$ cat config.mk
export PLATFORM = sky130hd
export DESIGN_NAME = hssp_top
export DESIGN_NICKNAME = d
export VERILOG_FILES = /design/src/shared/hssp_pkg.sv /design/src/core/hssp_fifo.sv /design/src/core/hssp_top.sv
export SDC_FILE = /design/constraint.sdc
export NUM_CORES = 1
export LEC_CHECK = 0
export BUFFER_PORTS_ARGS = -buffer_cell sky130_fd_sc_hd__buf_2
export CORE_ASPECT_RATIO = 0.75
export CORE_MARGIN = 4
export CORE_UTILIZATION = 49
export CTS_BUF_LIST = sky130_fd_sc_hd__clkbuf_16
export DETAILED_ROUTE_END_ITERATION = 6
export GPL_TIMING_DRIVEN = 0
export PLACE_DENSITY = 0.74
export SLEW_MARGIN = 20
export SYNTH_ARGS = -nofsm -noshare
export SYNTH_HDL_FRONTEND = slang
export SYNTH_SLANG_ARGS = --single-unit
$ cat constraint.sdc
create_clock -name mclk -period 2.19 [get_ports mclk]
set_clock_uncertainty 0.1 [all_clocks]
set_input_delay 0.219 -clock mclk [delete_from_list [all_inputs] [get_ports mclk]]
set_output_delay 0.219 -clock mclk [all_outputs]
set_load 0.005 [all_outputs]
$ cat src/shared/hssp_pkg.sv
package hssp_pkg;
  // Interface modes
  typedef enum logic {HSSP_MODE_SERIAL, HSSP_MODE_USB} hssp_mode_t;

  // Power states of the engine
  typedef enum logic [1:0] {HSSP_PWR_ON, HSSP_PWR_OFF, HSSP_PWR_WAKE} hssp_pwr_t;

  localparam int FIFO_DEPTH = 4;
  localparam int DATA_WIDTH = 8;
  localparam int PWM_WIDTH = 8;

  // Reset values
  localparam logic RST_POL_SW = 1'b0;
  localparam logic RST_SER_IDLE = 1'b1;
  localparam logic RST_OD_OE_N = 1'b1;
  localparam logic RST_SYNC = 1'b1;

  // Beeper modes
  localparam logic [1:0] BEEP_OFF = 2'h0;
  localparam logic [1:0] BEEP_DC = 2'h1;
  localparam logic [1:0] BEEP_PWM = 2'h2;

  // Status request from the engine core
  typedef struct packed {
    logic power_off;
    logic good_read;
    logic [1:0] beep_mode;
    logic [PWM_WIDTH-1:0] beep_duty;
  } hssp_status_t;

  // Pins after synchronisation
  typedef struct packed {
    logic rx;
    logic cts;
    logic pol;
    logic wake_n;
    logic trig_n;
  } hssp_pins_t;
endpackage

$ cat src/core/hssp_fifo.sv
`timescale 1ns/1ns
module hssp_fifo #(
  parameter int WIDTH = 8,
  parameter int DEPTH = 4
) (
  input wire logic mclk,
  input wire logic rst,
  input wire logic in_valid,
  output logic in_ready,
  input wire logic [WIDTH-1:0] in_data,
  output logic out_valid,
  input wire logic out_ready,
  output logic [WIDTH-1:0] out_data
);
  localparam int AW = $clog2(DEPTH);
  logic [WIDTH-1:0] mem [DEPTH];
  logic [AW-1:0] wr_ptr;
  logic [AW-1:0] rd_ptr;
  logic [AW:0] count;
  wire push = in_valid && in_ready;
  wire pop = out_valid && out_ready;

  assign in_ready = (count != (AW+1)'(DEPTH));
  assign out_valid = (count != '0);
  assign out_data = mem[rd_ptr];

  always_ff @(posedge mclk) begin
    if (push) begin
      mem[wr_ptr] <= in_data;
    end
  end

  always_ff @(posedge mclk) begin
    if (rst) begin
      wr_ptr <= '0;
      rd_ptr <= '0;
      count <= '0;
    end else begin
      if (push) begin
        wr_ptr <= (wr_ptr == AW'(DEPTH - 1)) ? '0 : wr_ptr + 1'b1;
      end
      if (pop) begin
        rd_ptr <= (rd_ptr == AW'(DEPTH - 1)) ? '0 : rd_ptr + 1'b1;
      end
      count <= count + (AW+1)'(push) - (AW+1)'(pop);
    end
  end
endmodule // hssp_fifo

$ cat src/core/hssp_top.sv
`timescale 1ns/1ns
// Summary of operation
// [RL1] Pin functions follow selected serial or USB mode
// [RL2] External low polarity select forces inverted polarity
// [RL3] Software may drive polarity select pin low
// [RL4] Receive and transmit lines follow polarity setting
// [RL5] CTS input, RTS output follow polarity setting
// [RL6] Power-off indicator high only in power off
// [RL7] Beeper idle high; steady low or PWM
// [RL8] Good-read output pulled low on good read
// [RL9] Low wake input wakes device from power off
// [RL10] Low trigger line starts a read
// [RL11] Host only floats or grounds trigger line
// [RL12] Aim function unsupported; wake only
// [RL13] Default polarity is normal, non-inverted
// [RL14] Wake low at power down refuses stop
// [RL15] Trigger, wake, polarity inputs double synchronised
module hssp_top #(
  parameter int WIDTH = hssp_pkg::DATA_WIDTH,
  parameter int DEPTH = hssp_pkg::FIFO_DEPTH
) (
  input wire logic mclk,
  input wire logic rst,
  input wire hssp_pkg::hssp_mode_t mode,
  input wire logic sw_invert,
  input wire logic sw_drive_pol_low,
  input wire hssp_pkg::hssp_status_t status,
  input wire logic power_down_req,
  input wire logic [WIDTH-1:0] tx_data,
  input wire logic tx_valid,
  output logic tx_ready,
  input wire logic tx_line,
  output logic rx_line,
  input wire logic rts_core,
  output logic cts_core,
  input wire logic serial_polarity_select_in,
  output logic serial_polarity_select_out,
  output logic serial_polarity_select_oe_n,
  input wire logic rxd_pin,
  output logic txd_pin,
  input wire logic cts_pin,
  output logic rts_pin,
  output logic power_off_indicator_oe_n,
  output logic beeper_drive_low_oe_n,
  output logic good_read_led_low_oe_n,
  input wire logic wake_request_low,
  input wire logic read_trigger_low_in,
  output logic read_trigger_low_out,
  output logic read_trigger_low_oe_n,
  output logic polarity_inverted,
  output logic trigger_active,
  output logic wake_event,
  output logic stop_refused,
  output logic in_power_off,
  output logic [WIDTH-1:0] fifo_data,
  output logic fifo_valid,
  input wire logic fifo_ready
);
  hssp_pkg::hssp_pins_t meta;
  hssp_pkg::hssp_pins_t sync;
  hssp_pkg::hssp_pwr_t pwr;
  hssp_pkg::hssp_pwr_t next_pwr;
  logic [hssp_pkg::PWM_WIDTH-1:0] pwm_cnt;
  logic [WIDTH-1:0] q_data;
  logic q_valid;

  // Two-stage synchronisers; first stage feeds only the second
  always_ff @(posedge mclk) begin
    if (rst) begin
      meta <= '{default: hssp_pkg::RST_SYNC};
      sync <= '{default: hssp_pkg::RST_SYNC};
    end else begin
      meta <= '{rxd_pin, cts_pin, serial_polarity_select_in, wake_request_low,
                read_trigger_low_in}; // RL15
      sync <= meta; // RL15
    end
  end

  wire serial_mode = (mode == hssp_pkg::HSSP_MODE_SERIAL); // RL1
  // Pin low from host or from our own drive inverts; USB ignores the pin
  wire inv = serial_mode && (sw_invert || !sync.pol); // RL2 RL13 RL1
  wire wake_low = !sync.wake_n; // RL9 RL12
  wire trig_low = !sync.trig_n; // RL10 RL11
  wire beep_low = (status.beep_mode == hssp_pkg::BEEP_DC) ||
                  ((status.beep_mode == hssp_pkg::BEEP_PWM) &&
                   (pwm_cnt < status.beep_duty)); // RL7

  always_comb begin
    next_pwr = pwr;
    case (pwr)
      hssp_pkg::HSSP_PWR_ON: begin
        // Stop only with wake idle high and serial mode
        if (power_down_req && !wake_low && !trig_low && serial_mode) begin
          next_pwr = hssp_pkg::HSSP_PWR_OFF; // RL14
        end
      end
      hssp_pkg::HSSP_PWR_OFF: begin
        if (wake_low || trig_low) begin
          next_pwr = hssp_pkg::HSSP_PWR_WAKE; // RL9
        end
      end
      hssp_pkg::HSSP_PWR_WAKE: next_pwr = hssp_pkg::HSSP_PWR_ON;
      default: next_pwr = hssp_pkg::HSSP_PWR_ON;
    endcase
  end

  // Power state; the wake step gives the core one cycle to restart
  always_ff @(posedge mclk) begin
    if (rst) begin
      pwr <= hssp_pkg::HSSP_PWR_ON;
    end else begin
      pwr <= next_pwr;
    end
  end

  // Free-running PWM phase; the beeper period is one full wrap
  always_ff @(posedge mclk) begin
    if (rst) begin
      pwm_cnt <= '0;
    end else begin
      pwm_cnt <= pwm_cnt + 1'b1;
    end
  end

  // Transmit data buffered for the core; the queue head goes out on fifo_data, not the transmit line
  hssp_fifo #(.WIDTH(WIDTH), .DEPTH(DEPTH)) u_fifo (
    .mclk(mclk),
    .rst(rst),
    .in_valid(tx_valid),
    .in_ready(tx_ready),
    .in_data(tx_data),
    .out_valid(q_valid),
    .out_ready(fifo_ready),
    .out_data(q_data)
  );

  // Polarity applied in one place for all four lines; USB parks them idle
  function automatic logic line_level(input logic ser, input logic bit_in, input logic flip);
    return ser ? (bit_in ^ flip) : hssp_pkg::RST_SER_IDLE;
  endfunction

  function automatic logic is_off(input hssp_pkg::hssp_pwr_t state);
    return state == hssp_pkg::HSSP_PWR_OFF;
  endfunction

  // In USB mode these pins belong to the transceiver
  wire next_txd = line_level(serial_mode, tx_line, inv); // RL4 RL1
  wire next_rts = line_level(serial_mode, rts_core, inv); // RL5 RL1
  wire next_rx = line_level(serial_mode, sync.rx, inv); // RL4 RL1
  wire next_cts = line_level(serial_mode, sync.cts, inv); // RL5 RL1
  // Our own pull on the select pin only makes sense in serial mode
  wire next_pol_oe_n = !(sw_drive_pol_low && serial_mode); // RL3
  // Released only in power off, so the on-engine pull-up shows it high
  wire next_pwr_oe_n = is_off(next_pwr); // RL6
  wire next_wake_event = is_off(pwr) && wake_low; // RL9
  // A wake low while already on is not an event; only the refusal is reported
  wire next_stop_refused = (pwr == hssp_pkg::HSSP_PWR_ON) && power_down_req &&
                           wake_low; // RL14

  // Serial lines; reset parks them at the idle level
  always_ff @(posedge mclk) begin
    if (rst) begin
      txd_pin <= hssp_pkg::RST_SER_IDLE;
      rts_pin <= hssp_pkg::RST_SER_IDLE;
      rx_line <= hssp_pkg::RST_SER_IDLE;
      cts_core <= hssp_pkg::RST_SER_IDLE;
    end else begin
      txd_pin <= next_txd; // RL4
      rts_pin <= next_rts; // RL5
      rx_line <= next_rx; // RL4
      cts_core <= next_cts; // RL5
    end
  end

  // Open-drain pins: a low enable pulls the pin down, high lets it float up
  always_ff @(posedge mclk) begin
    if (rst) begin
      serial_polarity_select_out <= 1'b0;
      serial_polarity_select_oe_n <= hssp_pkg::RST_OD_OE_N;
      power_off_indicator_oe_n <= 1'b0;
      beeper_drive_low_oe_n <= hssp_pkg::RST_OD_OE_N;
      good_read_led_low_oe_n <= hssp_pkg::RST_OD_OE_N;
      read_trigger_low_out <= 1'b0;
      read_trigger_low_oe_n <= hssp_pkg::RST_OD_OE_N;
    end else begin
      serial_polarity_select_out <= 1'b0; // RL3
      serial_polarity_select_oe_n <= next_pol_oe_n; // RL3
      power_off_indicator_oe_n <= next_pwr_oe_n; // RL6
      beeper_drive_low_oe_n <= !beep_low; // RL7
      good_read_led_low_oe_n <= !status.good_read; // RL8
      // The trigger line is only listened to; the host owns the low level
      read_trigger_low_out <= 1'b0; // RL10
      read_trigger_low_oe_n <= hssp_pkg::RST_OD_OE_N; // RL10
    end
  end

  // Status levels for the engine core
  always_ff @(posedge mclk) begin
    if (rst) begin
      polarity_inverted <= hssp_pkg::RST_POL_SW;
      trigger_active <= 1'b0;
      wake_event <= 1'b0;
      stop_refused <= 1'b0;
      in_power_off <= 1'b0;
    end else begin
      polarity_inverted <= inv; // RL2
      trigger_active <= trig_low; // RL10
      wake_event <= next_wake_event; // RL9
      stop_refused <= next_stop_refused; // RL14
      in_power_off <= is_off(next_pwr); // RL6
    end
  end

  // Registered copy of the queue head; it trails the queue by one cycle
  always_ff @(posedge mclk) begin
    if (rst) begin
      fifo_data <= '0;
      fifo_valid <= 1'b0;
    end else begin
      fifo_data <= q_data;
      fifo_valid <= q_valid;
    end
  end
endmodule // hssp_top

# ---- Word level (Yosys, flattened, before mapping)
# Memories as Yosys holds them, arrays and structs flattened. A register that Yosys moved wholly into a read port is not among the register bits.
# Index checks and enable logic that the tools add are counted.
dict set report totals {
  regBits 40
  input_bits 35
  mem_count 1
  mem_bits_rw 32
  word_cells 77
  out_inout_bits 26
}
# name words word_bits read_ports rd_ports_with_merged_regs wr line_no
set mem_list {}
lappend mem_list {u_fifo.mem 4 8 1 1 1 hssp_fifo.sv:16} ;# logic [WIDTH-1:0] mem [DEPTH];
dict set report classes {
  eq_ne 7
  order_cmp 1
  reduce_logical 23
  bitwise 5
  mux 7
  add_sub_neg 5
}
# op n
set op_table {}
lappend op_table {{$logic_and 1x1->1} 11}
lappend op_table {{$add 8x1->8 const B} 1}
lappend op_table {{$lt 8x8->1} 1}
lappend op_table {{$mux 2} 4}
lappend op_table {{$eq 2x1->1 const B} 3}
lappend op_table {{$eq 2x2->1 const B} 3}
lappend op_table {{$logic_not 1->1} 6}
lappend op_table {{$add 2x1->2 const B} 2}
lappend op_table {{$pmux 2 s2} 1}
lappend op_table {{$xor 1x1->1} 4}
lappend op_table {{$add 3x1->3} 1}
lappend op_table {{$logic_or 1x1->1} 3}
lappend op_table {{$ne 3x3->1 const B} 1}
lappend op_table {{$reduce_bool 3->1} 1}
lappend op_table {{$sub 3x1->3} 1}
lappend op_table {{$logic_not 2->1} 1}
lappend op_table {{$mux 1} 2}
lappend op_table {{$reduce_or 2->1} 1}
lappend op_table {{$not 1->1} 1}

# ---- Depth between registers and ports, before layout
dict set report depth {
  ltp_word 6
  ltp_mapped 10
  ltp_nobuf 10
}

# ---- By module
# A second synthesis with hierarchy kept.
dict set report hier_totals {
  cells_unflattened 233
  hier_area_um2 3100.5
}
# mod area_per_inst_um2 n_inst seq_area_each_um2 cells_per_inst
set by_module_without_submodules {}
lappend by_module_without_submodules {hssp_fifo 1639.1 1 1141.1 91}
lappend by_module_without_submodules {hssp_top 1461.4 1 820.8 142}

# ---- Worst setup path before layout
# Ideal clock, no wire load.
dict set report synth_path {
  path_kind {flip-flop to flip-flop}
  startpoint {register u_fifo.count[1]}
  endpoint {register u_fifo.count[2]}
  setup_slack_ps -53
  synth_period_minus_slack_ps 2243
  t_required_ps 1962
  path_stages_with_launch 11
  setup_ps 128
  arrival_time_ps 2016
  n_path_buf 0
  path_cell_list {dfxtp_1 o31ai_1 inv_1 ha_1 inv_1 ha_1 inv_1 fa_1 xor2_1 xnor2_1 nor2_1}
}
dict set report synth_between {
  word_cells_on_any_way 6
  classes_between {add/sub: 2; eq/ne: 1; reduce/logical: 3}
}
# element line_no
set synth_lines {}
lappend synth_lines {{start, declared} hssp_fifo.sv:19} ;# logic [AW:0] count;
lappend synth_lines {{start signal, assigned} hssp_fifo.sv:45} ;# count <= count + (AW+1)'(push) - (AW+1)'(pop);
lappend synth_lines {{$reduce_bool 3->1} hssp_fifo.sv:24} ;# assign out_valid = (count != '0);
lappend synth_lines {{$logic_and 1x1->1} hssp_fifo.sv:21} ;# wire pop = out_valid && out_ready;
lappend synth_lines {{named net u_fifo.pop} hssp_fifo.sv:21}
lappend synth_lines {{$sub 3x1->3} hssp_fifo.sv:45}
# The timed path passes the listed nets, and every way through them passes these cells.
# A chain may end at the register's enable or synchronous reset.

# ---- Worst setup path after layout
dict set report layout_path {
  startpoint {register u_fifo.count[0]}
  endpoint {register u_fifo.count[2]}
}
# The elaborated chain is that of the path after synthesis.

==> metrics <==
status complete, no violations; placed standard-cell area 3420 um2; worst endpoint data arrival time 2.22 ns; via count 1841; GR peak layer met2; HP Class primary input to register; TritonCTS clock tree done; count of port buffers added during placement 56; commonest cells in the netlist sky130_fd_sc_hd__dfxtp_1, sky130_fd_sc_hd__edfxtp_1, sky130_fd_sc_hd__nor2_1, sky130_fd_sc_hd__inv_1, sky130_fd_sc_hd__ha_1; Remaining DRCs 0; cell type with the highest aggregate area in the netlist sky130_fd_sc_hd__dfxtp_1; met3 track utilization from global routing 5.76%; wire length of the first global-routing pass 8.76 mm; number of enable-type register cells in the synthesized netlist 32; Detailed Routing Iterations Pass 1 4; final worst-path cycle share 97.3%; floorplan die area 7530 um2; count of maximum capacitance violations 0; synthesis-stage register bit count 80; pin count of the biggest net entering global routing 13; most instantiated flip-flop cell in the synthesis netlist sky130_fd_sc_hd__dfxtp_1; RePlAce Congestion 0.744; Worst slew margin 61.0%; unrepaired setup endpoints after global routing true; Min-Delay Path Depth 1; IR Drop Worst-Case VDD 0.702 mV; worst flop-to-flop path endpoint u_fifo.count[2]; violation count after the first detailed-routing iteration 59; total power divided by cell area 993 nW/um2; sequential fraction of the synthesis area 63.4%; antenna fix cells 0; synth top area cells sky130_fd_sc_hd__dfxtp_1, sky130_fd_sc_hd__edfxtp_1, sky130_fd_sc_hd__ha_1, sky130_fd_sc_hd__mux4_2, sky130_fd_sc_hd__xor2_1; instance count of the mapped netlist 232; number of different library cells in the post-synthesis netlist 38; most repeated cell in the gate-level netlist after synthesis sky130_fd_sc_hd__dfxtp_1; summed area of non-filler cells in the final layout 3800 um2; detailed placement HPWL 3.59 mm; Max Fanout on Critical Path 4; Die X 98.8 um; number of nets in the final layout 361; grt met2 use 24.6%; Least-Margin Pin Slew 0.584 ns; count of endpoints failing setup in the final report 0; vias in the first global route 1829; number of antenna violations at the first check in global routing 0; TritonCTS sink count 80; worst-case reg-to-reg path depth 10; kind of capture point of the worst setup path register; highest clock rate 469 MHz; origin of the critical flop-to-flop path u_fifo.count[0]; YS warnings 0; per-instance average area after synthesis 13.1 um2; endpoint of the worst hold path u_fifo.mem[1][5]; fraction of layout instances using a drive strength above 1 33.4%; startpoint-to-endpoint class of the critical path register to register; total global routing overflow 0; final core area utilization 64.3%; Hold Vio Cnt, Final 0; number of H-tree levels 3; post-detailed-route wirelength per cell 13.2 um; ports placed on the boundary 61; Final Routed Wirelength 5.19 mm; Static Leakage 0.00163 uW; area of the mapped netlist 3030 um2; remaining antenna violation count after routing 0; post-layout minimum cycle time 2.13 ns; required arrival time at the worst endpoint 2.28 ns; root cell of the clock tree sky130_fd_sc_hd__clkbuf_16; grt met1 use 18.1%; number of cell rows 24; fraction of post-synthesis cell area in the top cell type by area 31.7%; post-DR vias/cell 4.70; clock-pin slew on the worst setup and hold paths 0.05 ns; maximum buffer depth of the clock tree 2; DIE HEIGHT 76.1 um; all-layer global routing usage 14.9%; initial core utilization 51.3%; CP Launch Type register; critical hold path startpoint tx_data[5]; share of flip-flops with an asynchronous set or reset 0%; layout overhead on the synthesized area 25.4%; core footprint 5920 um2; register-to-register setup slack 0.06 ns; fin. max-slew vios 0; Num CTS Buffers 9; insertion delay of the later-clocked pin in the worst-skew pair 0.32 ns
-- kinds of logic (layout without fill, tap and decap cells) --
kind of cell             count (synthesis)  after routing  synth area share (%)
flip-flops                              80             80                  63.4
AND/OR/NAND/NOR                         73             73                  12.9
buffers and inverters                   28            109                  4.29
adder cells (fa/ha/maj)                 16             16                  6.85
AO/OA/AOI/OAI                           12             12                  2.64
XOR/XNOR                                12             12                  3.47
multiplexers                             9              9                  6.27
other                                    2              3                 0.248
-- worst max-delay path, cell delays in order, from the launching register on --
cell                      delay [ns]
sky130_fd_sc_hd__dfxtp_2        0.34
sky130_fd_sc_hd__o31ai_4        0.27
sky130_fd_sc_hd__inv_1          0.08
sky130_fd_sc_hd__ha_1           0.29
sky130_fd_sc_hd__inv_1          0.06
sky130_fd_sc_hd__ha_1           0.13
sky130_fd_sc_hd__inv_1          0.05
sky130_fd_sc_hd__fa_2           0.33
sky130_fd_sc_hd__xor2_1         0.15
sky130_fd_sc_hd__xnor2_1        0.15
sky130_fd_sc_hd__nor2_1         0.05
-- timing repair --
action / CTS / global route
resized for setup: 2 / 3
pin swaps: 1 / 2
hold buffers: 8 / 0
hold endpoints to repair: 8 / 0
setup endpoints to repair: 1 / 1
buffers inserted: 1 / 1
-- cells in the final DEF, fill, tap and decap left out, types with 2 or more instances in the layout --
cell and n:
sky130_fd_sc_hd__ha_1 15, sky130_fd_sc_hd__nand2_1 9, sky130_fd_sc_hd__a21oi_1 4, sky130_fd_sc_hd__or2_2 10
sky130_fd_sc_hd__edfxtp_1 32, sky130_fd_sc_hd__dfxtp_1 45, sky130_fd_sc_hd__nor3_1 3, sky130_fd_sc_hd__a21oi_2 2
sky130_fd_sc_hd__dlygate4sd3_1 8, sky130_fd_sc_hd__and3_2 4, sky130_fd_sc_hd__conb_1 3, sky130_fd_sc_hd__buf_4 6
sky130_fd_sc_hd__inv_1 20, sky130_fd_sc_hd__nand3_1 5, sky130_fd_sc_hd__nor2_1 20, sky130_fd_sc_hd__buf_2 58
sky130_fd_sc_hd__xor2_1 9, sky130_fd_sc_hd__nor2b_1 12, sky130_fd_sc_hd__and3_1 3, sky130_fd_sc_hd__dfxtp_2 3
sky130_fd_sc_hd__clkbuf_1 4, sky130_fd_sc_hd__clkbuf_16 9, sky130_fd_sc_hd__xnor2_1 3, sky130_fd_sc_hd__mux4_2 8
-- area by class of cell --
type | instances | area (um2)
clock buffers | 9 | 225
multi-input cells | 125 | 1000
repair buffers | 66 | 375
plain buffers | 12 | 70.1
clock inverters | 6 | 48.8
flip-flops and latches | 80 | 1930
well taps | 78 | 97.6
fillers | 459 | 2110
inverters | 16 | 60.1
-- metrics by stage --
stage               TNS, ns  power [uW]  hold WS (ns)  worst slack [ns]  std cells
floorplan                 0        2220         0.181            0.0387        233
CTS                       0        3810       0.00216            0.0248        391
global route         -0.101        3980       0.00451            -0.101        392
detailed placement   -0.128        2410         0.286            -0.128        367
finish                    0        3780        0.0137            0.0590        392
global placement    -0.0745        2380         0.282           -0.0745        367
-- worst max-delay path by stage --
| stage | start | to | slack [ns] |
|---|---|---|---|
| final | u_fifo.count[0] | u_fifo.count[2] | 0.06 |
| after global routing | u_fifo.count[0] | u_fifo.count[2] | -0.10 |
| after CTS | u_fifo.count[1] | u_fifo.count[2] | 0.02 |
| after detailed placement | u_fifo.count[0] | u_fifo.count[2] | -0.13 |
| after global placement | u_fifo.count[0] | u_fifo.count[2] | -0.07 |
| after floorplan | u_fifo.count[0] | u_fifo.count[2] | 0.04 |
-- metal layers --
metal	wire [um]	part of all wire, %	vias up
li1	-	-	936
met1	2360	45	864
met2	2500	48	37
met3	264	5.1	4
met4	61	1.2	0
met5	0	0	-
-- registers in the layout (all words and copies together) (netlist names) --
name and flops:
cts_core 1, polarity_inverted 1, trigger_active 1, fifo_data 8, u_fifo.rd_ptr 2, meta 5, u_fifo.count 3, in_power_off 1
sync 5, txd_pin 1, wake_event 1, pwr 2, good_read_led_low_oe_n 1, pwm_cnt 8, serial_polarity_select_oe_n 1, rts_pin 1
rx_line 1, u_fifo.mem 32, stop_refused 1, fifo_valid 1, u_fifo.wr_ptr 2, beeper_drive_low_oe_n 1
-- where the power goes --
| group | internal (uW) | switching [uW] |
|---|---|---|
| clock | 854 | 502 |
| sequential | 1710 | 77.1 |
| combinational | 345 | 288 |
No activity file was read; power rests on OpenSTA's default activity.
